**config.mk**
```make
export PLATFORM = sky130hd
export DESIGN_NAME = rtc_core
export DESIGN_NICKNAME = d
export VERILOG_FILES = /design/src/rtc_pkg.sv /design/src/bus_slave.sv /design/src/rtc_core.sv
export VERILOG_INCLUDE_DIRS = /design/src
export SDC_FILE = /design/constraint.sdc
export NUM_CORES = 1
export LEC_CHECK = 0
export BUFFER_PORTS_ARGS = -buffer_cell sky130_fd_sc_hd__buf_2
export CAP_MARGIN = 5
export CORE_ASPECT_RATIO = 1.4
export CORE_MARGIN = 2
export CORE_UTILIZATION = 35
export DETAILED_ROUTE_END_ITERATION = 8
export SYNTH_ARGS = -nofsm -noshare
export SYNTH_HDL_FRONTEND = slang
export SYNTH_SLANG_ARGS = --single-unit
```
**constraint.sdc**
```tcl
create_clock -name clk_sys -period 6 [get_ports clk_sys]
set_clock_uncertainty 0.2 [all_clocks]
set_input_delay 1.2 -clock clk_sys [delete_from_list [all_inputs] [get_ports clk_sys]]
set_output_delay 1.2 -clock clk_sys [all_outputs]
set_load 0.02 [all_outputs]
```
**src/rtc_cfg.svh**
```systemverilog
// How it works
// - Halt bit clears divider, stops seconds.
// - Permit bit gates power-on reset override.
// - Level mode: interrupt follows gated timer flag.
// - Pulse mode: gated timer events pulse interrupt.
// - Enabled alarm flag holds interrupt active.
// - Internal reset held while oscillator stopped.
// - Reset reinitialises bus logic and pointer.
// - Reset loads documented control and flag values.
// - Time digit bits keep contents across resets.
// - Seconds bit 7 flags clock integrity lost.
// - Seconds kept as two BCD digits.
// - Minutes kept as two BCD digits.
// - Reads freeze counters; pending carries wait.
// - Pointer increments after every data byte.
`ifndef RTC_CFG_SVH
`define RTC_CFG_SVH

// Register offsets on the two-wire bus.
`define REG_MAIN_CONTROL     4'h0
`define REG_INT_CONTROL      4'h1
`define REG_SECONDS          4'h2
`define REG_MINUTES          4'h3

// Field positions.
`define C1_EXT_TEST_BIT      7
`define C1_STOP_BIT          5
`define C1_PERMIT_BIT        3
`define C2_PULSE_BIT         4
`define C2_AF_BIT            3
`define C2_TF_BIT            2
`define C2_AIE_BIT           1
`define C2_TIE_BIT           0
`define TIME_FLAG_BIT        7

// Reset values and write masks.
`define C1_RESET             8'h08
`define C1_WRITE_MASK        8'hA8
`define C2_RESET             5'h00

// Timing.
`define CLK_PERIOD_NS        100
`define INT_PULSE_NS         1000
`define INT_PULSE_CYCLES     ((`INT_PULSE_NS + `CLK_PERIOD_NS - 1) / `CLK_PERIOD_NS)

`endif

```
**src/rtc_pkg.sv**
```systemverilog
package rtc_pkg;

  // Byte engine states of the bus slave.
  typedef enum logic [2:0] {
    BUS_IDLE  = 3'b000,
    BUS_ADDR  = 3'b001,
    BUS_AACK  = 3'b010,
    BUS_WDATA = 3'b011,
    BUS_WACK  = 3'b100,
    BUS_RDATA = 3'b101,
    BUS_RACK  = 3'b110,
    BUS_RLOAD = 3'b111
  } bus_state_type;

  // Register request from the bus slave to the register file.
  typedef struct packed {
    logic       wr;
    logic [3:0] ptr;
    logic [7:0] data;
    logic       reading;
  } reg_req_type;

endpackage : rtc_pkg
```
**src/bus_slave.sv**
```systemverilog
`include "rtc_cfg.svh"

module bus_slave #(
  parameter logic [6:0] DEV_ADDR = 7'h2A  // Arbitrary bus address.
) (
  input  wire logic                clk_sys,
  input  wire logic                rst_b,
  input  wire logic                scl_in,
  input  wire logic                sda_in,
  input  wire logic [7:0]          rd_data,
  output rtc_pkg::reg_req_type     req,
  output logic                     sda_oe
);
  import rtc_pkg::*;

  logic [2:0]    scl_s_ff, nxt_scl_s, sda_s_ff, nxt_sda_s;
  logic          scl_f_ff, nxt_scl_f, sda_f_ff, nxt_sda_f;
  bus_state_type state_ff, nxt_state;
  logic [3:0]    cnt_ff, nxt_cnt, ptr_ff, nxt_ptr;
  logic [7:0]    sh_ff, nxt_sh;
  logic          rw_ff, nxt_rw, first_ff, nxt_first, oe_ff, nxt_oe, wr_ff, nxt_wr;
  logic [7:0]    wdata_ff, nxt_wdata;
  logic          rise, fall, start, stop;

  // Filters pins, detects bus conditions and walks the byte engine.
  always_comb begin
    nxt_scl_s = {scl_s_ff[1:0], scl_in};
    nxt_sda_s = {sda_s_ff[1:0], sda_in};
    nxt_scl_f = (scl_s_ff[1] == scl_s_ff[2]) ? scl_s_ff[2] : scl_f_ff;
    nxt_sda_f = (sda_s_ff[1] == sda_s_ff[2]) ? sda_s_ff[2] : sda_f_ff;
    rise  = !scl_f_ff && nxt_scl_f;
    fall  = scl_f_ff && !nxt_scl_f;
    start = scl_f_ff && nxt_scl_f && sda_f_ff && !nxt_sda_f;
    stop  = scl_f_ff && nxt_scl_f && !sda_f_ff && nxt_sda_f;
    nxt_state = state_ff;
    nxt_cnt   = cnt_ff;
    nxt_ptr   = ptr_ff;
    nxt_sh    = sh_ff;
    nxt_rw    = rw_ff;
    nxt_first = first_ff;
    nxt_oe    = oe_ff;
    nxt_wr    = 1'b0;
    nxt_wdata = wdata_ff;
    if (start) begin
      nxt_state = BUS_ADDR;
      nxt_cnt   = 4'h0;
      nxt_oe    = 1'b0;
    end else if (stop) begin
      nxt_state = BUS_IDLE;
      nxt_oe    = 1'b0;
    end else begin
      case (state_ff)
        BUS_ADDR, BUS_WDATA: begin
          if (rise && cnt_ff != 4'h8) begin
            nxt_sh  = {sh_ff[6:0], sda_f_ff};
            nxt_cnt = cnt_ff + 4'h1;
          end else if (fall && cnt_ff == 4'h8) begin
            if (state_ff == BUS_ADDR) begin
              nxt_state = (sh_ff[7:1] == DEV_ADDR) ? BUS_AACK : BUS_IDLE;
              nxt_oe    = (sh_ff[7:1] == DEV_ADDR);
              nxt_rw    = sh_ff[0];
            end else begin
              nxt_state = BUS_WACK;
              nxt_oe    = 1'b1;
              nxt_first = 1'b0;
              if (first_ff) begin
                nxt_ptr = sh_ff[3:0];
              end else begin
                nxt_wr    = 1'b1;
                nxt_wdata = sh_ff;
                nxt_ptr   = ptr_ff + 4'h1;
              end
            end
          end
        end
        BUS_AACK, BUS_RLOAD: begin
          if (fall) begin
            nxt_cnt = 4'h0;
            if (state_ff == BUS_AACK && !rw_ff) begin
              nxt_state = BUS_WDATA;
              nxt_first = 1'b1;
              nxt_oe    = 1'b0;
            end else begin
              nxt_state = BUS_RDATA;
              nxt_sh    = rd_data;
              nxt_oe    = !rd_data[7];
              nxt_cnt   = 4'h1;
            end
          end
        end
        BUS_WACK: begin
          if (fall) begin
            nxt_state = BUS_WDATA;
            nxt_oe    = 1'b0;
            nxt_cnt   = 4'h0;
          end
        end
        BUS_RDATA: begin
          if (fall) begin
            if (cnt_ff == 4'h8) begin
              nxt_state = BUS_RACK;
              nxt_oe    = 1'b0;
              nxt_ptr   = ptr_ff + 4'h1;
            end else begin
              nxt_oe  = !sh_ff[6];
              nxt_sh  = {sh_ff[6:0], 1'b0};
              nxt_cnt = cnt_ff + 4'h1;
            end
          end
        end
        BUS_RACK: begin
          if (rise) begin
            nxt_state = sda_f_ff ? BUS_IDLE : BUS_RLOAD;
          end
        end
        default: begin
          nxt_state = BUS_IDLE;
        end
      endcase
    end
  end

  // Registers the engine; reset returns the pointer to zero.
  always_ff @(posedge clk_sys) begin
    if (!rst_b) begin
      scl_s_ff <= 3'h7;
      sda_s_ff <= 3'h7;
      scl_f_ff <= 1'b1;
      sda_f_ff <= 1'b1;
      state_ff <= BUS_IDLE;
      cnt_ff   <= 4'h0;
      ptr_ff   <= 4'h0;
      sh_ff    <= 8'h00;
      rw_ff    <= 1'b0;
      first_ff <= 1'b0;
      oe_ff    <= 1'b0;
      wr_ff    <= 1'b0;
      wdata_ff <= 8'h00;
    end else begin
      scl_s_ff <= nxt_scl_s;
      sda_s_ff <= nxt_sda_s;
      scl_f_ff <= nxt_scl_f;
      sda_f_ff <= nxt_sda_f;
      state_ff <= nxt_state;
      cnt_ff   <= nxt_cnt;
      ptr_ff   <= nxt_ptr;
      sh_ff    <= nxt_sh;
      rw_ff    <= nxt_rw;
      first_ff <= nxt_first;
      oe_ff    <= nxt_oe;
      wr_ff    <= nxt_wr;
      wdata_ff <= nxt_wdata;
    end
  end

  // The write strobe carries the pointer value it was taken at.
  assign req.wr      = wr_ff;
  assign req.ptr     = wr_ff ? ptr_ff - 4'h1 : ptr_ff;
  assign req.data    = wdata_ff;
  assign req.reading = rw_ff && state_ff != BUS_IDLE;
  assign sda_oe      = oe_ff;

  a_ptr_reset: assert property (@(posedge clk_sys) !rst_b |=> ptr_ff == 4'h0)
    else $error("pointer not cleared by reset");
  a_ptr_write_inc: assert property (@(posedge clk_sys) disable iff (!rst_b)
    nxt_wr |=> ptr_ff == $past(ptr_ff) + 4'h1)
    else $error("pointer did not advance after a written byte");
  a_stop_release: assert property (@(posedge clk_sys) disable iff (!rst_b)
    stop |=> !oe_ff && state_ff == BUS_IDLE)
    else $error("stop condition left the data line driven");

endmodule : bus_slave

```
**src/rtc_core.sv**
```systemverilog
`include "rtc_cfg.svh"

module rtc_core #(
  parameter int OSC_EDGES_PER_TICK = 32768
) (
  input  wire logic clk_sys,
  input  wire logic rst_b,
  input  wire logic scl_in,
  input  wire logic sda_in,
  output logic      sda_out,
  output logic      sda_oe,
  input  wire logic osc_in,
  input  wire logic osc_running,
  input  wire logic alarm_event,
  input  wire logic timer_event,
  output logic      int_pin_out,
  output logic      int_pin_oe,
  output logic      clock_output_pin,
  output logic      external_clock_test,
  output logic      reset_override_permit
);
  import rtc_pkg::*;

  localparam int DIV_W = $clog2(OSC_EDGES_PER_TICK);

  reg_req_type        req;
  logic [2:0]         osc_s_ff, nxt_osc_s, run_s_ff, nxt_run_s;
  logic               osc_f_ff, nxt_osc_f, run_f_ff, nxt_run_f;
  logic               int_rst_ff, nxt_int_rst, rst_now;
  logic [DIV_W-1:0]   div_ff, nxt_div;
  logic               pend_ff, nxt_pend, tick;
  logic [7:0]         c1_ff, nxt_c1, sec_ff, nxt_sec, min_ff, nxt_min, rd_ff, nxt_rd;
  logic [4:0]         c2_ff, nxt_c2;
  logic [7:0]         pulse_ff, nxt_pulse;
  logic               int_oe_ff, nxt_int_oe, level;
  logic [7:0]         inc_sec, inc_min;

  // Advances a two-digit BCD value 00..59; bit 7 of the result is the carry.
  function automatic logic [7:0] bcd_inc(input logic [6:0] v);
    logic [7:0] r;
    r = 8'h00;
    if (v[3:0] != 4'h9) begin
      r = {1'b0, v[6:4], v[3:0] + 4'h1};
    end else if (v[6:4] != 3'h5) begin
      r = {1'b0, v[6:4] + 3'h1, 4'h0};
    end else begin
      r = 8'h80;
    end
    return r;
  endfunction : bcd_inc

  bus_slave u_bus (
    .clk_sys (clk_sys),
    .rst_b   (!int_rst_ff && rst_b),
    .scl_in  (scl_in),
    .sda_in  (sda_in),
    .rd_data (rd_ff),
    .req     (req),
    .sda_oe  (sda_oe)
  );

  // Oscillator and run-detect synchronisers plus the internal reset.
  always_comb begin
    nxt_osc_s   = {osc_s_ff[1:0], osc_in};
    nxt_run_s   = {run_s_ff[1:0], osc_running};
    nxt_osc_f   = (osc_s_ff[1] == osc_s_ff[2]) ? osc_s_ff[2] : osc_f_ff;
    nxt_run_f   = (run_s_ff[1] == run_s_ff[2]) ? run_s_ff[2] : run_f_ff;
    nxt_int_rst = !run_f_ff;
    rst_now     = !rst_b || int_rst_ff;
  end

  always_ff @(posedge clk_sys) begin
    if (!rst_b) begin
      osc_s_ff   <= 3'h0;
      run_s_ff   <= 3'h0;
      osc_f_ff   <= 1'b0;
      run_f_ff   <= 1'b0;
      int_rst_ff <= 1'b1;
    end else begin
      osc_s_ff   <= nxt_osc_s;
      run_s_ff   <= nxt_run_s;
      osc_f_ff   <= nxt_osc_f;
      run_f_ff   <= nxt_run_f;
      int_rst_ff <= nxt_int_rst;
    end
  end

  // Divider, frozen carries, time counters and control registers.
  always_comb begin
    inc_sec = bcd_inc(sec_ff[6:0]);
    inc_min = bcd_inc(min_ff[6:0]);
    tick    = 1'b0;
    nxt_div = div_ff;
    nxt_pend = pend_ff;
    nxt_c1  = c1_ff;
    nxt_c2  = c2_ff;
    nxt_sec = sec_ff;
    nxt_min = min_ff;
    if (c1_ff[`C1_STOP_BIT]) begin
      nxt_div  = '0;
      nxt_pend = 1'b0;
    end else if (!osc_f_ff && nxt_osc_f) begin
      if (div_ff == DIV_W'(OSC_EDGES_PER_TICK - 1)) begin
        nxt_div = '0;
        tick    = 1'b1;
      end else begin
        nxt_div = div_ff + DIV_W'(1);
      end
    end
    if (!c1_ff[`C1_STOP_BIT] && (tick || pend_ff)) begin
      if (req.reading) begin
        nxt_pend = 1'b1;
      end else begin
        nxt_pend = 1'b0;
        nxt_sec  = {sec_ff[`TIME_FLAG_BIT], inc_sec[6:0]};
        if (inc_sec[7]) begin
          nxt_min = {min_ff[7], inc_min[6:0]};
        end
      end
    end
    if (req.wr) begin
      case (req.ptr)
        `REG_MAIN_CONTROL: nxt_c1 = req.data & `C1_WRITE_MASK;
        `REG_INT_CONTROL: begin
          nxt_c2 = req.data[4:0];
          nxt_c2[`C2_AF_BIT] = req.data[`C2_AF_BIT] & c2_ff[`C2_AF_BIT];
          nxt_c2[`C2_TF_BIT] = req.data[`C2_TF_BIT] & c2_ff[`C2_TF_BIT];
        end
        `REG_SECONDS: nxt_sec = req.data;
        `REG_MINUTES: nxt_min = req.data;
        default: nxt_c1 = c1_ff;
      endcase
    end
    if (alarm_event) begin
      nxt_c2[`C2_AF_BIT] = 1'b1;
    end
    if (timer_event) begin
      nxt_c2[`C2_TF_BIT] = 1'b1;
    end
    if (rst_now) begin
      nxt_div  = '0;
      nxt_pend = 1'b0;
      nxt_c1   = `C1_RESET;
      nxt_c2   = `C2_RESET;
      nxt_sec[`TIME_FLAG_BIT] = 1'b1;
      nxt_min[`TIME_FLAG_BIT] = 1'b1;
    end
  end

  // Timekeeping registers; digit bits are left alone by reset.
  always_ff @(posedge clk_sys) begin
    div_ff  <= nxt_div;
    pend_ff <= nxt_pend;
    c1_ff   <= nxt_c1;
    c2_ff   <= nxt_c2;
    sec_ff  <= nxt_sec;
    min_ff  <= nxt_min;
  end

  // Interrupt drive, read data and pin outputs.
  always_comb begin
    level = (c2_ff[`C2_TF_BIT] && c2_ff[`C2_TIE_BIT] && !c2_ff[`C2_PULSE_BIT]) ||
            (c2_ff[`C2_AF_BIT] && c2_ff[`C2_AIE_BIT]);
    nxt_pulse = (pulse_ff != 8'h00) ? pulse_ff - 8'h01 : 8'h00;
    if (timer_event && c2_ff[`C2_TIE_BIT] && c2_ff[`C2_PULSE_BIT]) begin
      nxt_pulse = 8'(`INT_PULSE_CYCLES);
    end
    nxt_int_oe = level || pulse_ff != 8'h00;
    case (req.ptr)
      `REG_MAIN_CONTROL: nxt_rd = c1_ff;
      `REG_INT_CONTROL:  nxt_rd = {3'h0, c2_ff};
      `REG_SECONDS:      nxt_rd = sec_ff;
      `REG_MINUTES:      nxt_rd = min_ff;
      default:           nxt_rd = 8'h00;
    endcase
  end

  always_ff @(posedge clk_sys) begin
    if (rst_now) begin
      pulse_ff              <= 8'h00;
      int_oe_ff             <= 1'b0;
      rd_ff                 <= 8'h00;
      clock_output_pin      <= 1'b0;
      external_clock_test   <= 1'b0;
      reset_override_permit <= 1'b1;
    end else begin
      pulse_ff              <= nxt_pulse;
      int_oe_ff             <= nxt_int_oe;
      rd_ff                 <= nxt_rd;
      clock_output_pin      <= osc_f_ff;
      external_clock_test   <= c1_ff[`C1_EXT_TEST_BIT];
      reset_override_permit <= c1_ff[`C1_PERMIT_BIT];
    end
  end

  // Open-drain pins only ever pull low.
  always_ff @(posedge clk_sys) begin
    sda_out     <= 1'b0;
    int_pin_out <= 1'b0;
  end

  assign int_pin_oe = int_oe_ff;

  a_stop_freezes: assert property (@(posedge clk_sys) disable iff (rst_now)
    c1_ff[`C1_STOP_BIT] && !req.wr |=> $stable(sec_ff[6:0]) && div_ff == '0)
    else $error("seconds or divider moved while halted");
  a_level_irq: assert property (@(posedge clk_sys) disable iff (rst_now)
    c2_ff[`C2_TF_BIT] && c2_ff[`C2_TIE_BIT] && !c2_ff[`C2_PULSE_BIT] |=> int_pin_oe)
    else $error("timer level interrupt not driven");
  a_alarm_holds: assert property (@(posedge clk_sys) disable iff (rst_now)
    c2_ff[`C2_AF_BIT] && c2_ff[`C2_AIE_BIT] |=> int_pin_oe)
    else $error("alarm interrupt not held active");
  a_pulse_irq: assert property (@(posedge clk_sys) disable iff (rst_now)
    timer_event && c2_ff[`C2_TIE_BIT] && c2_ff[`C2_PULSE_BIT] |=> ##1 int_pin_oe)
    else $error("timer pulse missing");
  a_reset_loads: assert property (@(posedge clk_sys) rst_now |=>
    c1_ff == `C1_RESET && c2_ff == `C2_RESET && sec_ff[7] && min_ff[7])
    else $error("reset values not loaded");
  a_read_freeze: assert property (@(posedge clk_sys) disable iff (rst_now)
    req.reading && !req.wr |=> $stable(sec_ff[6:0]) && $stable(min_ff[6:0]))
    else $error("time counters moved during a read");
  a_osc_reset: assert property (@(posedge clk_sys) disable iff (!rst_b)
    !run_f_ff |=> int_rst_ff)
    else $error("internal reset released with oscillator stopped");

endmodule : rtc_core

```
==> flow_summary.ini, run 1 <==
[die]
core.rowCount = 52
die_w_um = 106
core_mm2 = 0.0144
io_pins = 15
fp.dieH_um = 147
die-area_mm2 = 0.0156
initial_utilization = 0.356

[global_route]
grt_overflow = 0
antenna_found_initial = 0
grt_max_degree = 32
grt_pass1_wl_um = 19100
grt_pass1_vias = 4108
gr-usage-all-layers = 0.150

[cts]
cts_setup_buffers = 0
cts_buffers = 9
clkLatencyLatePin_ps = 340
cts_root_buf = clkbuf_16
holdBufCountCts = 0
h-tree-depth = 3
cts_sinks = 108
cts_tree = built
clk_path_buf_depth = 2
clkTransAtPathRegs_ps = 70
post_cts_resized = 0

[detailed_routing]
antenna_left = 0
wl_per_cell_um = 13.8
first_iter_violations = 131
finalWirelength_um = 11200
drc = 0
first_pass_iters = 4
viasPerCell = 5.16
vias = 4174

[worst_setup_path]
startpoint_type = flip-flop
worstPathArrival_ps = 3090
cp_data_required_time_ps = 6080
reg2reg_from = u_bus.state_ff[1]
cp_max_fo = 27
end_kind = flip-flop
regToRegSetupSlack_ps = 2990
worstSetupPathType = reg2reg
r2r_end = min_ff[3]
worstRegToRegCells = 6

[layout]
area_growth_pct = 10.2
n_antenna_cell = 0
n_fill_cell = 1474
drive_above_1_share = 0.0661
final_nets = 629

[synthesis]
async_flop_share = 0
avgSynthCellArea_um2 = 8.31
ys_warn_count = 0
synthesis.area_mm2 = 0.00512
synth-seq-cells = 108
synth_cell_type_count = 61
seq_area_frac_synth = 0.422
synth_edf_count = 0
ys.flop_type = dfxtp_1
synthCells = 616

[run_status]
outcome = completed

[power]
leakage_nw = 2.06
ir_worst_vdd_uv = 131
power_density_mw_per_mm2 = 244

[sta]
setup_slack_ps = 2990
slew_headroom = 0.270
rsz0062_at_grt = no
setup_violations = 0
finalMaxSlewViolations = 0
clock.fmax_mhz = 333
tns_ps = 0
timing.final.crit_share = 0.501
hold_viol = 0
tightestPinTransition_ps = 1090
final.min_clock_period_ps = 3010

[placement]
dpl.hpwl_um = 8290
post-place-ws_ps = 3010
io_buffers = 12
place_congestion = 0.856

[hold_path]
whs_path_depth = 1
hold_path_class = reg2reg
hold_end = int_rst_ff
hold_start = run_f_ff

[job]
drv_cap = 0
[layout by cell type, fill, tap and decap left out, drive strengths merged, types with 15 or more instances in the layout]
| cell type | count |
|---|---|
| nand2 | 70 |
| nand2b | 16 |
| nand3 | 34 |
| inv | 19 |
| buf | 15 |
| xnor2 | 16 |
| and2 | 18 |
| a21oi | 33 |
| mux2i | 30 |
| dfxtp | 108 |
| o21ai | 46 |
| nor2 | 71 |
[worst max-delay path by stage]
stage	startpoint	endpoint	slack (ps)
after floorplan	rst_b	u_bus.state_ff[0]	3540
after global placement	rst_b	div_ff[2]	3130
after detailed placement	u_bus.state_ff[1]	min_ff[3]	3010
after CTS	u_bus.state_ff[1]	min_ff[3]	2980
after global routing	u_bus.state_ff[1]	min_ff[3]	2770
final	u_bus.state_ff[1]	min_ff[3]	2990
[cell families after synthesis]
group | share of synthesized area
xor+xnor | 0.0496
compound gates | 0.147
mux | 0.0652
simple gates | 0.260
buf+inv | 0.0401
fa+ha+maj | 0.0147
other cells | 0.000732
flops | 0.422
[layout make-up]
| class | instances | area (um2) | area share |
|---|---|---|---|
| timing repair buffer | 15 | 82.6 | 0.0146 |
| tap | 189 | 236 | 0.0419 |
| inverter | 20 | 75.1 | 0.0133 |
| multi-input combinational | 461 | 2760 | 0.489 |
| clock inverter | 3 | 68.8 | 0.0122 |
| sequential | 108 | 2160 | 0.383 |
| clock buffer | 13 | 260 | 0.0461 |
[cell usage after synthesis (3+ instances only)]
cell type,number,share of area
nand4_1,6,0.0073
ha_1,6,0.015
buf_4,3,0.0044
o21ai_0,32,0.031
clkbuf_1,17,0.012
nor4_1,4,0.0049
nor3_1,7,0.0068
a211oi_1,3,0.0044
buf_2,5,0.0049
nor2b_1,13,0.016
nor3b_1,4,0.0059
and2_1,18,0.022
xor2_1,13,0.022
nand3b_1,5,0.0073
xnor2_1,16,0.027
nand2b_1,16,0.020
o21ai_1,14,0.014
o211ai_1,4,0.0059
nor2_1,71,0.052
nand2_1,70,0.051
a21oi_1,33,0.032
o22ai_1,5,0.0061
nand3_1,34,0.033
dfxtp_1,108,0.42
o31ai_1,10,0.015
mux2i_1,30,0.059
inv_1,18,0.013
and3_1,5,0.0061
[metrics by stage]
step	hold slack, ps	instances	power, mW	cell area (um2)	utilization
floorplan	168	617	0.746	5120	-
global placement	178	793	0.749	5320	0.370
detailed placement	180	793	0.750	5320	0.370
CTS	197	809	1.39	5650	0.393
global route	226	809	1.43	5650	0.393
finish	195	809	1.38	5650	0.393
[per-layer routing]
metal	wire length, um	vias to the layer above	part of all wire	global-route usage
met2	5720	82	0.51	0.265
met5	0	-	0	0
met1	4680	1940	0.42	0.167
li1	-	2125	-	-
met3	301	27	0.027	0.0262
met4	492	0	0.044	0.0868
[sequential cells by signal, summed over array words and instances (netlist names), 3 cells and up]
name            count
u_bus.sh_ff         8
min_ff              8
run_s_ff            3
u_bus.ptr_ff        4
pulse_ff            8
u_bus.scl_s_ff      3
u_bus.wdata_ff      8
c2_ff               5
osc_s_ff            3
div_ff             15
u_bus.cnt_ff        4
rd_ff               8
c1_ff               3
u_bus.sda_s_ff      3
sec_ff              8
u_bus.state_ff      3
[power breakdown]
group | leakage, nW | switching (mW) | internal [mW] | total, mW
Combinational | 1.02 | 0.00510 | 0.00500 | 0.0101
Sequential | 0.872 | 0.00304 | 0.720 | 0.723
Clock | 0.160 | 0.254 | 0.390 | 0.644
Total | 2.06 | 0.262 | 1.11 | 1.38
[critical path, stage by stage, from the launching register on]
cell and delay, ps:
dfxtp_1 570, o31ai_1 530, nand3b_1 180, a211oi_2 660, nand2_1 200, or4_1 510
nand3_1 100
No activity file was read; power rests on OpenSTA's default activity.
==> inputs of run 2 (changes only) <==
--- a/config.mk
+++ b/config.mk
@@ -6,6 +6,7 @@
 export SDC_FILE = /design/constraint.sdc
 export NUM_CORES = 1
 export LEC_CHECK = 0
+export ABC_AREA = 1
 export BUFFER_PORTS_ARGS = -buffer_cell sky130_fd_sc_hd__buf_2
 export CAP_MARGIN = 5
 export CORE_ASPECT_RATIO = 1.4
==> constraint.sdc (replaced) <==
create_clock -name clk_sys -period 2.5 [get_ports clk_sys]
set_clock_uncertainty 0.2 [all_clocks]
set_input_delay 0.5 -clock clk_sys [delete_from_list [all_inputs] [get_ports clk_sys]]
set_output_delay 0.5 -clock clk_sys [all_outputs]
set_load 0.02 [all_outputs]
==> run 2 against run 1 <==
Against the previous run: synthesized cell count rose by 21%; flip-flop and latch count stayed put; via count increased by 10%; clock-buffer cell count decreased by 3; sequential power rose by 140%; die area down 0.68%; worst hold slack got worse by 68 ps; global-route usage grew 1.3 points; first-iteration DRC count increased by 56%; total power grew 140%; critical endpoint is now c2_ff[1]; largest power group unchanged.
==> flow_summary.ini, run 2 <==
[global_route]
grt_max_degree = 38
antenna_found_initial = 0
grt_overflow = 0
grt_pass1_wl_um = 20200
gr-usage-all-layers = 0.163
grt_pass1_vias = 4458

[placement]
dpl.hpwl_um = 8850
place_area_mm2 = 0.00542
dp.cells = 944
place_congestion = 0.893
io_buffers = 12

[power]
seqPwrFrac = 0.528
combPwrFrac = 0.014
ir_worst_vdd_uv = 447
power_switching_mw = 0.674
leakage_nw = 2.44
p_sw_frac = 0.205
intPower_mw = 2.62
power.share.clock = 0.457
power_density_mw_per_mm2 = 574

[synthesis]
synth_compound_area_frac = 0.148
synth-simple-area-share = 0.297
yosys.area.top_type = dfxtp_1
ys.flop_type = dfxtp_1
yosysTopAreaCellShare = 0.425
synth_cell_type_count = 36
synth-xor-area-share = 0.0207
synth_mux_area_frac = 0
synth_adder_area_share = 0.0148
synth_common_cells = 177 x nand2_1, 108 x dfxtp_1, 107 x inv_1, 83 x nor2_1, 60 x o21ai_0
ys_top_cells_by_area = dfxtp_1 43%, nand2_1 13%, inv_1 7.9%
synth_top_family_by_area = simple AND/OR/NAND/NOR gates
async_flop_share = 0
seq_area_frac_synth = 0.425
synthCells = 743
synth-seq-cells = 108
synth_edf_count = 0
synth.most_common_cell = nand2_1
avgSynthCellArea_um2 = 6.84
synthesis.area_mm2 = 0.00508
ys_warn_count = 0

[job]
drv_cap = 0

[sta]
finalMaxSlewViolations = 0
final.min_clock_period_ps = 2220
timing.final.crit_share = 0.890
setup_violations = 0
rsz0062_at_grt = no
hold_viol = 0
clock.fmax_mhz = 450
tns_ps = 0

[layout]
layout_commonest_cell = nand2_1
n_antenna_cell = 0
regArea_mm2 = 0.00216
post-route-util = 0.400
largest-register = div_ff
area_growth_pct = 12.7
drive_above_1_share = 0.0805
fin_area_mm2 = 0.00573
stdcell_count = 959
n_fill_cell = 1558
largest_reg_flops = 15
layout_common_cells = 177 x nand2_1, 108 x dfxtp_1, 107 x inv_1
multi_input_area_mm2 = 0.00245
final_nets = 780

[worst_setup_path]
cp_max_fo = 6
startpoint_type = flip-flop
worstPathArrival_ps = 2310
cp_data_required_time_ps = 2580
regToRegSetupSlack_ps = 280
end_kind = flip-flop
worstSetupPathType = reg2reg

[detailed_routing]
met2WireLength_um = 6010
route.layer.met1.wl_um = 5200
vias = 4591
antenna_left = 0
wl_met3_um = 297
first_iter_violations = 204
first_pass_iters = 4
viasPerCell = 4.79
wl_per_cell_um = 12.4
drc = 0
top_layer = met4
finalWirelength_um = 11900

[cts]
cts_root_buf = clkbuf_16
holdBufCountCts = 0
h-tree-depth = 3
clkTransAtPathRegs_ps = 70
clkLatencyLatePin_ps = 350
post_cts_resized = 0
cts_sinks = 108
clk_path_buf_depth = 2
cts_setup_buffers = 0
cts_buffers = 9
cts_tree = built

[die]
core.rowCount = 52
die_w_um = 106
fp.dieH_um = 147
core_mm2 = 0.0143
die-area_mm2 = 0.0155
io_pins = 15
initial_utilization = 0.355

[run_status]
outcome = completed

[hold_path]
hold_path_class = in2reg
==> run 2: changes by cell type in the layout (fill, tap and decap cells not counted), sizes merged, moves of 13 or more <==
cell    before  now
a21oi       33   54
and2        18    0
inv         19  109
mux2i       30    0
nand2       70  178
nand2b      16    0
nand3       34   48
nor2        71   88
nor2b       13    0
o21ai       46   62
==> run 2: path summary, 6_finish.rpt <==
path | start | end | cells past startpoint
max | u_bus.ptr_ff[1] | c2_ff[1] | 10
min | osc_in | osc_s_ff[0] | 3
max reg2reg | u_bus.ptr_ff[1] | c2_ff[1] | 10
min reg2reg | run_f_ff | int_rst_ff | 1
==> run 2: worst max-delay path, cell delays in order, from the launching register on <==
cell and delay (ps):
dfxtp_1 430, inv_1 70, ha_1 290, nor2_1 60, a21oi_2 260, o21ai_1 130, nor2_2 230, nand2_1 160
inv_1 120, o21ai_0 80, a21oi_1 130
==> run 2: cell type report <==
cell class / instances / area share
multi-input cells: 512 / 0.428
repair buffers: 26 / 0.0288
clock buffers: 10 / 0.0400
flip-flops and latches: 108 / 0.377
clock inverters: 5 / 0.0135
well taps: 189 / 0.0413
inverters: 109 / 0.0714
==> run 2: power by group through the flow <==
stage | Combinational, mW | Clock [mW] | Sequential (mW)
2_1_floorplan | 0.0386 | 0 | 1.78
3_3_place_gp | 0.0471 | 0 | 1.78
3_5_place_dp | 0.0476 | 0 | 1.78
4_1_cts | 0.0477 | 1.55 | 1.74
5_1_grt | 0.0549 | 1.62 | 1.74
6_report | 0.0475 | 1.50 | 1.74
==> run 2: cells by family (layout without fill, tap and decap cells) <==
logic type / after synthesis / after routing
AOI/OAI and AO/OA: 137 / 137
adders and majority gates: 6 / 6
and+or+nand+nor: 355 / 355
buffers and inverters: 124 / 150
xor gates and xnor gates: 12 / 12
other: 1 / 2
DFF: 108 / 108
==> run 2: metal layers <==
metal,vias up,track usage
li1,2438,-
met1,2065,0.180
met2,62,0.291
met3,26,0.0286
met4,0,0.0928
met5,-,0
==> run 2: stage by stage <==
step                setup WS, ps  hold slack [ps]  power [mW]
global route                49.6              123        3.41
CTS                          270              113        3.34
floorplan                    428              178        1.81
global placement             318              192        1.83
detailed placement           288              192        1.83
finish                       276              127        3.29
